File: config.mk
export PLATFORM = sky130hd
export DESIGN_NAME = tx_test_pattern_generator
export DESIGN_NICKNAME = d
export VERILOG_FILES = /design/src/pkg/txtest_pkg.sv /design/src/rtl/tx_test_pattern_generator.sv
export SDC_FILE = /design/constraint.sdc
export NUM_CORES = 1
export LEC_CHECK = 0
export ABC_CLOCK_PERIOD_IN_PS = 5750
export CAP_MARGIN = 20
export CORE_UTILIZATION = 50
export DETAILED_ROUTE_END_ITERATION = 12
export DONT_BUFFER_PORTS = 1
export RECOVER_POWER = 50
export SETUP_SLACK_MARGIN = 0.1
export SLEW_MARGIN = 5
export SYNTH_ARGS = -nofsm -noshare
export SYNTH_HDL_FRONTEND = slang
export SYNTH_SLANG_ARGS = --single-unit
File: constraint.sdc
create_clock -name hclk -period 5.75 [get_ports hclk]
set_clock_uncertainty 0.1 [all_clocks]
set_input_delay 1.15 -clock hclk [delete_from_list [all_inputs] [get_ports hclk]]
set_output_delay 1.15 -clock hclk [all_outputs]
set_load 0.02 [all_outputs]
File: src/pkg/txtest_pkg.sv
`default_nettype none
package txtest_pkg;

	// ************************************************************
	// Register map (byte addresses on the AHB-Lite bus)
	// ************************************************************
	localparam logic [7:0] OFS_MODE     = 8'h00;
	localparam logic [7:0] OFS_DAC      = 8'h04;
	localparam logic [7:0] OFS_STROBE   = 8'h08;
	localparam logic [7:0] OFS_STATUS   = 8'h0C;
	localparam logic [7:0] OFS_TXBUF    = 8'h10;
	localparam logic [7:0] OFS_CRC      = 8'h14;

	// Strobe register bit positions.
	localparam int STB_OSC_ON  = 0;
	localparam int STB_TX_ON   = 1;
	localparam int STB_TX_OFF  = 2;
	localparam int STB_FLUSH   = 3;

	// Reset values and fixed patterns.
	localparam logic [1:0]  MODE_RST      = 2'h0;
	localparam logic [15:0] DAC_RST       = 16'h0000;
	localparam logic [15:0] DAC_CARRIER   = 16'h1800;
	localparam logic [15:0] CRC_RST       = 16'h0000;
	localparam logic [7:0]  CRC_FEED      = 8'hFF;
	localparam logic [15:0] CRC_POLY_REFL = 16'h8408;
	localparam logic [7:0]  PREAMBLE_BYTE = 8'h00;
	localparam logic [7:0]  SFD_BYTE      = 8'hA7;
	localparam int          PREAMBLE_LEN  = 4;

	// Transmit test selection values.
	localparam logic [1:0] MODE_REPLAY = 2'h2;
	localparam logic [1:0] MODE_PRBS   = 2'h3;

	typedef enum logic [1:0] {
		ST_IDLE    = 2'b00,
		ST_HEADER  = 2'b01,
		ST_PAYLOAD = 2'b10,
		ST_CARRIER = 2'b11
	} tx_state_e;

	// Captured AHB address phase.
	typedef struct packed {
		logic       wr;
		logic       rd;
		logic [7:0] addr;
	} bus_phase_s;

	// Static DAC drive towards the analog transmitter.
	typedef struct packed {
		logic        override_en;
		logic [15:0] value;
	} dac_drive_s;

endpackage
`default_nettype wire

File: src/rtl/tx_test_pattern_generator.sv
// Functional notes
// - A carrier is requested by test selection 2 or 3, the override word 0x1800 and the transmit-on strobe.
// - With the carrier value in the override word the transmitter is on and the DACs are held at static values.
// - Test selection 3 plus the transmit-on strobe sends a pseudo-random sequence from the CRC generator.
// - Each pseudo-random byte is the CRC low byte, after which the CRC is advanced by feeding 0xFF.
// - The pseudo-random sequence repeats every 32767 bytes.
// - The pseudo-random payload starts 0x00, 0x78, 0xb8, 0x4b, 0x99, 0xc3, 0xe9 and carries on from the CRC.
// - Every transmission, test modes included, begins with preamble and start-of-frame delimiter.
// - Test selection 2 replays the transmit buffer forever and ignores underflow.
// - Replay repeats every 1024 bits, the whole 128-byte transmit buffer.
`timescale 1ns/1ps
`default_nettype none
module tx_test_pattern_generator
	import txtest_pkg::*;
#(
	parameter int BUF_DEPTH = 128
) (
	// Clock and reset.
	input  wire logic        hclk,
	input  wire logic        hresetn,
	// AHB-Lite slave.
	input  wire logic        hsel,
	input  wire logic [31:0] haddr,
	input  wire logic [1:0]  htrans,
	input  wire logic        hwrite,
	input  wire logic [2:0]  hsize,
	input  wire logic [31:0] hwdata,
	input  wire logic        hready,
	output logic      [31:0] hrdata,
	output logic             hreadyout,
	output logic             hresp,
	// Oscillator control and its stability pin.
	output logic             osc_enable,
	input  wire logic        osc_stable_pin,
	// Byte stream towards the modulator.
	output logic      [7:0]  tx_data,
	output logic             tx_valid,
	input  wire logic        tx_ready,
	// Transmitter enable and static DAC drive.
	output logic             tx_enable,
	output dac_drive_s       dac_drive
);

	localparam int AW = $clog2(BUF_DEPTH);

	// ************************************************************
	// Elaboration checks
	// ************************************************************
	// The fill count is reported in an 8-bit status field, so deeper buffers cannot be served.
	if (BUF_DEPTH < 2 || BUF_DEPTH > 128 || (BUF_DEPTH & (BUF_DEPTH - 1)) != 0) begin : g_chk
		$error("BUF_DEPTH must be a power of two from 2 to 128");
	end

	// ************************************************************
	// Functions
	// ************************************************************
	// One byte through the reflected CRC, least significant bit first.
	function automatic logic [15:0] crc_step(input logic [15:0] crc, input logic [7:0] din);
		logic [15:0] c;
		c = crc ^ {8'h00, din};
		for (int i = 0; i < 8; i++) begin
			c = c[0] ? ((c >> 1) ^ CRC_POLY_REFL) : (c >> 1);
		end
		return c;
	endfunction

	// ************************************************************
	// Declarations
	// ************************************************************
	logic [7:0]      mem [BUF_DEPTH];
	bus_phase_s      ph_r, ph_nxt;
	logic [31:0]     rdata_r, rdata_nxt;
	logic [1:0]      mode_r, mode_nxt;
	logic [15:0]     dac_r, dac_nxt;
	logic            osc_en_r, osc_en_nxt;
	logic [AW-1:0]   wr_ptr_r, wr_ptr_nxt;
	logic [AW:0]     count_r, count_nxt;
	logic            sync1_r, sync2_r, sync3_r, stable_r, stable_nxt;
	tx_state_e       state_r, state_nxt;
	logic [7:0]      byte_r, byte_nxt;
	logic [15:0]     crc_r, crc_nxt;
	logic [AW-1:0]   rd_ptr_r, rd_ptr_nxt;
	logic [AW:0]     sent_r, sent_nxt;
	logic [2:0]      hdr_r, hdr_nxt;
	logic            buf_we;
	logic            stb_tx_on, stb_tx_off, stb_flush;
	logic            carrier_req;
	logic            take;

	// ************************************************************
	// Bus slave and registers
	// ************************************************************
	// Zero wait state slave; every response is OKAY.
	assign hreadyout = 1'b1;
	assign hresp     = 1'b0;
	assign hrdata    = rdata_r;

	// Next values of the bus phase, the control registers and the buffer fill.
	always_comb begin
		ph_nxt      = '{wr: 1'b0, rd: 1'b0, addr: 8'h00};
		rdata_nxt   = rdata_r;
		mode_nxt    = mode_r;
		dac_nxt     = dac_r;
		osc_en_nxt  = osc_en_r;
		wr_ptr_nxt  = wr_ptr_r;
		count_nxt   = count_r;
		buf_we      = 1'b0;
		stb_tx_on   = 1'b0;
		stb_tx_off  = 1'b0;
		stb_flush   = 1'b0;
		if (hsel && htrans[1] && hready) begin
			ph_nxt.wr   = hwrite;
			ph_nxt.rd   = !hwrite;
			ph_nxt.addr = {haddr[7:2], 2'b00};
			// Read data is fetched in the address phase so it stands from a flop.
			if (!hwrite) begin
				if ({haddr[7:2], 2'b00} == OFS_MODE) begin
					rdata_nxt = {30'h0000_0000, mode_r};
				end else if ({haddr[7:2], 2'b00} == OFS_DAC) begin
					rdata_nxt = {16'h0000, dac_r};
				end else if ({haddr[7:2], 2'b00} == OFS_STATUS) begin
					// Fill count in bits 15:8, state in 3:2, enable in 1, synced stability in 0.
					rdata_nxt       = 32'h0000_0000;
					rdata_nxt[15:8] = 8'(count_r);
					rdata_nxt[3:2]  = state_r;
					rdata_nxt[1]    = osc_en_r;
					rdata_nxt[0]    = stable_r;
				end else if ({haddr[7:2], 2'b00} == OFS_CRC) begin
					rdata_nxt = {16'h0000, crc_r};
				end else begin
					rdata_nxt = 32'h0000_0000;
				end
			end
		end
		// Write data arrives in the data phase.
		if (ph_r.wr) begin
			if (ph_r.addr == OFS_MODE) begin
				mode_nxt = hwdata[1:0];
			end else if (ph_r.addr == OFS_DAC) begin
				dac_nxt = hwdata[15:0];
			end else if (ph_r.addr == OFS_STROBE) begin
				osc_en_nxt = osc_en_r | hwdata[STB_OSC_ON];
				stb_tx_on  = hwdata[STB_TX_ON];
				stb_tx_off = hwdata[STB_TX_OFF];
				stb_flush  = hwdata[STB_FLUSH];
			end else if (ph_r.addr == OFS_TXBUF) begin
				// A full buffer drops further bytes rather than overwrite them.
				if (count_r != BUF_DEPTH[AW:0]) begin
					buf_we     = 1'b1;
					wr_ptr_nxt = wr_ptr_r + 1'b1;
					count_nxt  = count_r + 1'b1;
				end
			end
		end
		if (stb_flush) begin
			wr_ptr_nxt = '0;
			count_nxt  = '0;
		end
	end

	// Register stage of the bus and control group.
	always_ff @(posedge hclk or negedge hresetn) begin
		if (!hresetn) begin
			ph_r     <= '{wr: 1'b0, rd: 1'b0, addr: 8'h00};
			rdata_r  <= 32'h0000_0000;
			mode_r   <= MODE_RST;
			dac_r    <= DAC_RST;
			osc_en_r <= 1'b0;
			wr_ptr_r <= '0;
			count_r  <= '0;
		end else begin
			ph_r     <= ph_nxt;
			rdata_r  <= rdata_nxt;
			mode_r   <= mode_nxt;
			dac_r    <= dac_nxt;
			osc_en_r <= osc_en_nxt;
			wr_ptr_r <= wr_ptr_nxt;
			count_r  <= count_nxt;
		end
	end

	// Buffer storage has no reset; only written bytes are ever meaningful.
	always_ff @(posedge hclk) begin
		if (buf_we) begin
			mem[wr_ptr_r] <= hwdata[7:0];
		end
	end

	// ************************************************************
	// Oscillator stability synchroniser
	// ************************************************************
	// The stable level changes only once the second and third stages agree.
	always_comb begin
		stable_nxt = (sync2_r == sync3_r) ? sync3_r : stable_r;
	end

	always_ff @(posedge hclk or negedge hresetn) begin
		if (!hresetn) begin
			sync1_r  <= 1'b0;
			sync2_r  <= 1'b0;
			sync3_r  <= 1'b0;
			stable_r <= 1'b0;
		end else begin
			sync1_r  <= osc_stable_pin;
			sync2_r  <= sync1_r;
			sync3_r  <= sync2_r;
			stable_r <= stable_nxt;
		end
	end

	assign osc_enable = osc_en_r;

	// ************************************************************
	// Transmit engine
	// ************************************************************
	assign carrier_req = mode_r[1] && (dac_r == DAC_CARRIER);
	assign tx_valid    = (state_r == ST_HEADER) || (state_r == ST_PAYLOAD);
	assign take        = tx_valid && tx_ready;
	assign tx_data     = byte_r;

	// Next state of the sequencer, the byte on offer and the pattern sources.
	always_comb begin
		state_nxt  = state_r;
		byte_nxt   = byte_r;
		crc_nxt    = crc_r;
		rd_ptr_nxt = rd_ptr_r;
		sent_nxt   = sent_r;
		hdr_nxt    = hdr_r;
		if (stb_tx_off) begin
			state_nxt = ST_IDLE;
		end else begin
			case (state_r)
				ST_IDLE: begin
					// Without a stable oscillator the transmit strobe is ignored.
					if (stb_tx_on && stable_r) begin
						state_nxt  = ST_HEADER;
						byte_nxt   = PREAMBLE_BYTE;
						hdr_nxt    = 3'd1;
						crc_nxt    = CRC_RST;
						rd_ptr_nxt = '0;
						sent_nxt   = '0;
					end
				end
				ST_HEADER: begin
					if (take) begin
						if (hdr_r < 3'(PREAMBLE_LEN)) begin
							byte_nxt = PREAMBLE_BYTE;
							hdr_nxt  = hdr_r + 3'd1;
						end else if (hdr_r == 3'(PREAMBLE_LEN)) begin
							byte_nxt = SFD_BYTE;
							hdr_nxt  = hdr_r + 3'd1;
						end else if (carrier_req) begin
							state_nxt = ST_CARRIER;
						end else if (mode_r == MODE_PRBS) begin
							// First payload byte is the low byte of the cleared CRC.
							state_nxt = ST_PAYLOAD;
							byte_nxt  = crc_r[7:0];
							crc_nxt   = crc_step(crc_r, CRC_FEED);
						end else if (mode_r == MODE_REPLAY || count_r != '0) begin
							state_nxt  = ST_PAYLOAD;
							byte_nxt   = mem[rd_ptr_r];
							rd_ptr_nxt = rd_ptr_r + 1'b1;
							sent_nxt   = sent_r + 1'b1;
						end else begin
							state_nxt = ST_IDLE;
						end
					end
				end
				ST_PAYLOAD: begin
					if (take) begin
						if (mode_r == MODE_PRBS) begin
							// The 16-bit state cycles through 32767 values before repeating.
							byte_nxt = crc_r[7:0];
							crc_nxt  = crc_step(crc_r, CRC_FEED);
						end else if (mode_r == MODE_REPLAY) begin
							// Pointer wraps over the whole buffer; underflow is never checked.
							byte_nxt   = mem[rd_ptr_r];
							rd_ptr_nxt = rd_ptr_r + 1'b1;
						end else if (sent_r < count_r) begin
							byte_nxt   = mem[rd_ptr_r];
							rd_ptr_nxt = rd_ptr_r + 1'b1;
							sent_nxt   = sent_r + 1'b1;
						end else begin
							state_nxt = ST_IDLE;
						end
					end
				end
				ST_CARRIER: begin
					// Carrier stays until stopped, the override value is withdrawn or the test selection leaves 2 and 3.
					if (!carrier_req) begin
						state_nxt = ST_IDLE;
					end
				end
				default: begin
					state_nxt = ST_IDLE;
				end
			endcase
		end
	end

	// Register stage of the transmit engine.
	always_ff @(posedge hclk or negedge hresetn) begin
		if (!hresetn) begin
			state_r  <= ST_IDLE;
			byte_r   <= 8'h00;
			crc_r    <= CRC_RST;
			rd_ptr_r <= '0;
			sent_r   <= '0;
			hdr_r    <= 3'd0;
		end else begin
			state_r  <= state_nxt;
			byte_r   <= byte_nxt;
			crc_r    <= crc_nxt;
			rd_ptr_r <= rd_ptr_nxt;
			sent_r   <= sent_nxt;
			hdr_r    <= hdr_nxt;
		end
	end

	// The transmitter is on in every active state; static drive only for the carrier.
	// Override drops at once when the carrier value is withdrawn, not one cycle later.
	assign tx_enable = (state_r != ST_IDLE);
	assign dac_drive = '{override_en: (state_r == ST_CARRIER) && carrier_req, value: dac_r};

endmodule // tx_test_pattern_generator
`default_nettype wire

* Yosys cells after proc, flatten, opt, wreduce, memory -nomap -nowiden *
Memory sizes are Yosys's and may differ from the RTL's.
Index checks and enable logic that the tools add are counted.

word-level totals
  register bits after elaboration = 123
  bits in latches = 0
  bits in writable memories = 1024
  ROM bits = 0
  bits of input ports = 76
  output and inout bits = 62
  word-level logic and storage cells = 222
  memories = 1

operators by class
  $add $sub $neg = 5
  multipliers = 0
  div/mod/pow operators = 0
  $lt $le $gt $ge = 2
  equal/unequal tests = 43
  shift operators = 0
  muxes and demuxes = 109
  bitwise logic cells = 14
  reduce and logical (&&, ||, !) cells = 30

memory list
  memory  words  bits a word  read ports  clocked after Yosys merged registers in  wr ports  RTL line                         source
  mem     128    8            1           0                                        1         tx_test_pattern_generator.sv:70  logic [7:0] mem [BUF_DEPTH];

operator list
  cell                  count
  $mux 16               16
  $mux 8                28
  $mux 7                18
  $mux 32               3
  $pmux 16 s3           1
  $pmux 8 s3            2
  $ne 3x3->1 const B    9
  $mux 2                13
  $ne 2x2->1 const B    12
  $not 2->3             8
  $pmux 7 s3            1
  $mux 1                20
  $add 8x1->8 const B   2
  $eq 16x13->1 const B  1
  $reduce_and 8->1      2
  $add 7x1->7 const B   2
  $reduce_and 13->1     1
  $mux 3                4
  $reduce_and 12->1     1
  $mux 10               1
  $reduce_bool 2->1     5
  $reduce_and 9->1      1
  $eq 2x2->1 const B    4
  $eq 8x3->1 const B    1
  other kinds (35)      47

* Logic depth before layout (Yosys ltp) *
  depth after elaboration = 23
  gate-level depth with buffers = 12
  gate-level depth less buffers = 9

* Worst setup path after synthesis *
No wires, ideal clock.

  path kind = reg-to-reg
  start point = register ph_r[5] (netlist name)
  end point = memory mem[117][0], enable pin
  data arrival time = 2.429 ns
  data required time = 5.280 ns
  path slack = 2.850 ns
  stages on the path, launching flop included = 9
  period minus slack after synthesis = 2.900 ns
  path through = dfrtp_1 > nor4b_2 > nand2b_1 > a311oi_4 > and2_1 > buf_2 > nand3b_1 > clkbuf_1 > nor2_1

on the way
  cells in the longest elaborated chain, start to end = 8
  elaborated cells on any way between the ends = 11

RTL lines
  what                            RTL line                          source
  from (decl)                     tx_test_pattern_generator.sv:71   bus_phase_s ph_r, ph_nxt;
  from (signal assigned)          tx_test_pattern_generator.sv:164  ph_r <= '{wr: 1'b0, rd: 1'b0, addr: 8'h00};
  from (signal assigned)          tx_test_pattern_generator.sv:172  ph_r <= ph_nxt;
  $eq 8x5->1                      tx_test_pattern_generator.sv:146  end else if (ph_r.addr == OFS_TXBUF) begin
  $mux 1                          tx_test_pattern_generator.sv:146
  $mux 1                          tx_test_pattern_generator.sv:141  end else if (ph_r.addr == OFS_STROBE) begin
  $mux 1                          tx_test_pattern_generator.sv:139  end else if (ph_r.addr == OFS_DAC) begin
  $mux 1 *                        tx_test_pattern_generator.sv:137  if (ph_r.addr == OFS_MODE) begin
  $mux 1 *                        tx_test_pattern_generator.sv:136  if (ph_r.wr) begin
  $mux 1 *                        tx_test_pattern_generator.sv:184  if (buf_we) begin
  $mux 1 (implied by the code) *  tx_test_pattern_generator.sv:185  mem[wr_ptr_r] <= hwdata[7:0];
  to (decl)                       tx_test_pattern_generator.sv:70

Every way passes the cells marked *; elsewhere a longest branch is shown, timed or not.

* Final worst setup path *
  start point = register ph_r[5] (netlist name)
  end point = memory mem[87][3], enable pin

Same word-level chain as after synthesis.

==> results.md <==
* H-tree lvl count at 3
* Post-synthesis sequential area ratio at 73.67%
* Endpoints failing hold at 0
* M1 GR Usage at 34.60%
* Status: completed
* Root buf cell: clkbuf_16
* Setup violators final at 0
* Max-Cap Viols at 0
* Placed cell count at 3449
* Yosys top cell by area: edfxtp_1
* Final nets at 2486
* CTS sink count at 1129
* Max Fclk at 229.5 MHz
* CTS-repair resized insts at 0
* FF+latch count, synth at 1129
* WL per Instance at 29.84 um
* Share of layout cells above drive strength 1 at 21.33%
* Seq. cell area at 33390 um^2
* First-iteration detailed-routing DRC count at 2192
* Layout fillers at 6803
* YS warnings at 0
* # IOs at 138
* Crit path DAT at 4.56 ns
* Largest net degree at the start of global routing at 132
* Fin util at 55.85%
* Vias in the first global route at 22929
* Core footprint at 89870 um^2
* Die width at 303.0 um
* CTS clk-pin slew, worst paths at 0.06 ns
* WP data required at 5.95 ns
* Commonest non-fill, non-tap cell in the layout: edfxtp_1
* Pwr/cell area at 437.1 nW/um^2
* Most frequent cells in the layout: edfxtp_1, mux4_2, nor2_1
* Area Overhead vs Synth at 10.79%
* Number of synthesized flops with an enable pin at 1024
* Max incr delay on CP at 0.99 ns
* Fin cells at 3661
* Worst vdd ir at 0.3265 mV
* Cts hold-fix bufs at 0
* Std cell rows at 110
* Main area contributors after synthesis: edfxtp_1, mux4_2, dfrtp_1, nor2_1, nand2_1
* Hpwl dp at 64940 um
* DR DRC count at 0
* Sum Neg Setup Slack at 0 ns
* Syn Area/Cell at 19.13 um^2
* Type of the worst min-delay path: in2async
* GRT Overall Usage at 24.17%
* Multi-input gate area at 11150 um^2
* Synth Instances at 2368
* Static leakage at 15.85 nW
* Global-route wire length before repair at 158900 um
* Deepest clock path buffer count at 3
* TritonCTS clock tree: built
* Tmin final at 4.357 ns
* Via Count at 22745
* Synth Cell Area at 45310 um^2
* Slew headroom at 25.76%
* Worst slew pin tran at 1.109 ns
* Max Transition Viols Final at 0
* Initial core utilization at 50.41%
* Gr ovfl total at 0
* Final worst setup slack at 1.393 ns
* Gp weighted congestion at 0.8373
* Die Footprint at 91820 um^2
* Clk Latency, worst-skew pair at 0.70 ns
* DP Worst Slack at 1.574 ns
* Top Usage Layer GRT: met2
* Synth async-reset ratio at 9.300%
* Quantity of I/O buffers inserted on ports at 0
* ANT nets after route at 0
* Period utilisation layout at 75.77%
* CTS buffer count at 115
* Yosys top cell area share at 67.87%
* Met3 Usage GRT at 4.275%
* Crit end category: register
* CP Class: reg2reg
* Routed WL at 109200 um
* Met2 usage in global routing at 38.47%
* Worst Setup Start Kind: register
* Distinct cell type count after synthesis at 74
* Drt first pass iters at 5
* Antenna diode count at 0
* Vias/cell at 6.213
* Unrepaired setup endpoints after global routing: false
* Setup bufs post-CTS at 0
* Highest-delay cell along the critical path: nor2_1
* Total power at 21.94 mW
* CP Max Fanout at 19
* Die Ht at 303.0 um
* Initial antenna violation count at 0
* Ys flop type: edfxtp_1
* CP Cell Sequence: nor4b_1 > nand2b_1 > a311oi_4 > and2_1 > nand3_2 > nor2_1
[cells by family (layout without fill, tap and decap cells)]
| kind of cell | count (synthesis) | after routing | synth area share [%] |
|---|---|---|---|
| compound gates | 203 | 203 | 3.162 |
| xor+xnor | 28 | 28 | 0.5413 |
| fa+ha+maj | 20 | 20 | 0.5468 |
| buf+inv | 179 | 280 | 1.859 |
| flops | 1129 | 1129 | 73.67 |
| mux | 349 | 349 | 15.67 |
| other cells | 2 | 18 | 0.01658 |
| simple gates | 458 | 458 | 4.532 |
[per-layer routing]
metal  up-vias  share of wire (%)  routed length, um
li1       9583                  -                  -
met4         0                2.5               2740
met2       868                 48              52740
met1     12125                 42              45770
met3       169                7.3               7992
met5         -                  0                  0
[cells in the mapped netlist, types with 15 or more instances]
master,number
a21oi_1,24
a22o_1,18
a22oi_1,22
buf_1,15
buf_2,37
buf_4,33
clkbuf_1,64
dfrtp_1,105
edfxtp_1,1024
ha_1,19
inv_1,27
mux2_2,23
mux2i_1,39
mux4_2,286
nand2_1,140
nand3_1,33
nor2_1,176
nor3_1,23
o21ai_0,30
o21ai_1,28
xor2_1,15
[sequential cells by signal, indices dropped and copies added, names as in the netlist]
register	flops
count_r	8
crc_r	16
dac_r	16
hdr_r	3
hrdata	16
mem	1024
mode_r	2
osc_enable	1
ph_r	7
rd_ptr_r	7
sent_r	8
stable_r	1
state_r	2
sync1_r	1
sync2_r	1
sync3_r	1
tx_data	8
wr_ptr_r	7
[final cells by class]
type | instances | share of cell area (%)
Clock inverter | 70 | 1.329
Inverter | 30 | 0.2293
Multi-Input combinational cell | 1076 | 22.21
Timing Repair Buffer | 39 | 0.7328
Sequential cell | 1129 | 66.51
Tap cell | 1176 | 2.931
Clock buffer | 141 | 6.052
[worst paths after layout]
| check | start | depth (start not counted) | slack [ns] | end |
|---|---|---|---|---|
| worst max-delay path | ph_r[5]$_DFF_PN0_ | 6 | 1.39 | mem[87][3]$_DFFE_PP_ |
| worst min-delay path | hresetn | 0 | 0.04 | ph_r[6]$_DFF_PN0_ |
| worst max register to register | ph_r[5]$_DFF_PN0_ | 6 | 1.39 | mem[87][3]$_DFFE_PP_ |
| worst min register to register | sync1_r$_DFF_PN0_ | 0 | 0.26 | sync2_r$_DFF_PN0_ |
| max in group asynchronous | hresetn | 0 | 5.28 | rd_ptr_r[1]$_DFFE_PN0P_ |
| min in group hclk | sync1_r$_DFF_PN0_ | 0 | 0.26 | sync2_r$_DFF_PN0_ |
[critical path: cells and delay by family, from the launching register on]
| family | cells | cell delay, ns |
|---|---|---|
| AOI/OAI and AO/OA | 1 | 0.64 |
| and+or+nand+nor | 5 | 2.84 |
| DFF | 1 | 0.37 |
[through the flow]
step / hold WS [ns] / cell area, um^2
floorplan: 0.2312 / 45370
global placement: 0.2526 / 46490
detailed placement: 0.2509 / 46490
CTS: 0.01472 / 50200
global route: 0.01470 / 50200
finish: 0.04393 / 50200
[power by group]
part	internal [mW]	switching, mW	total (mW)
clock network	4.24	3.10	7.34
logic	2.20	2.83	5.02
registers	9.11	0.466	9.58
Note: power is estimated with default switching activity, not from simulation.
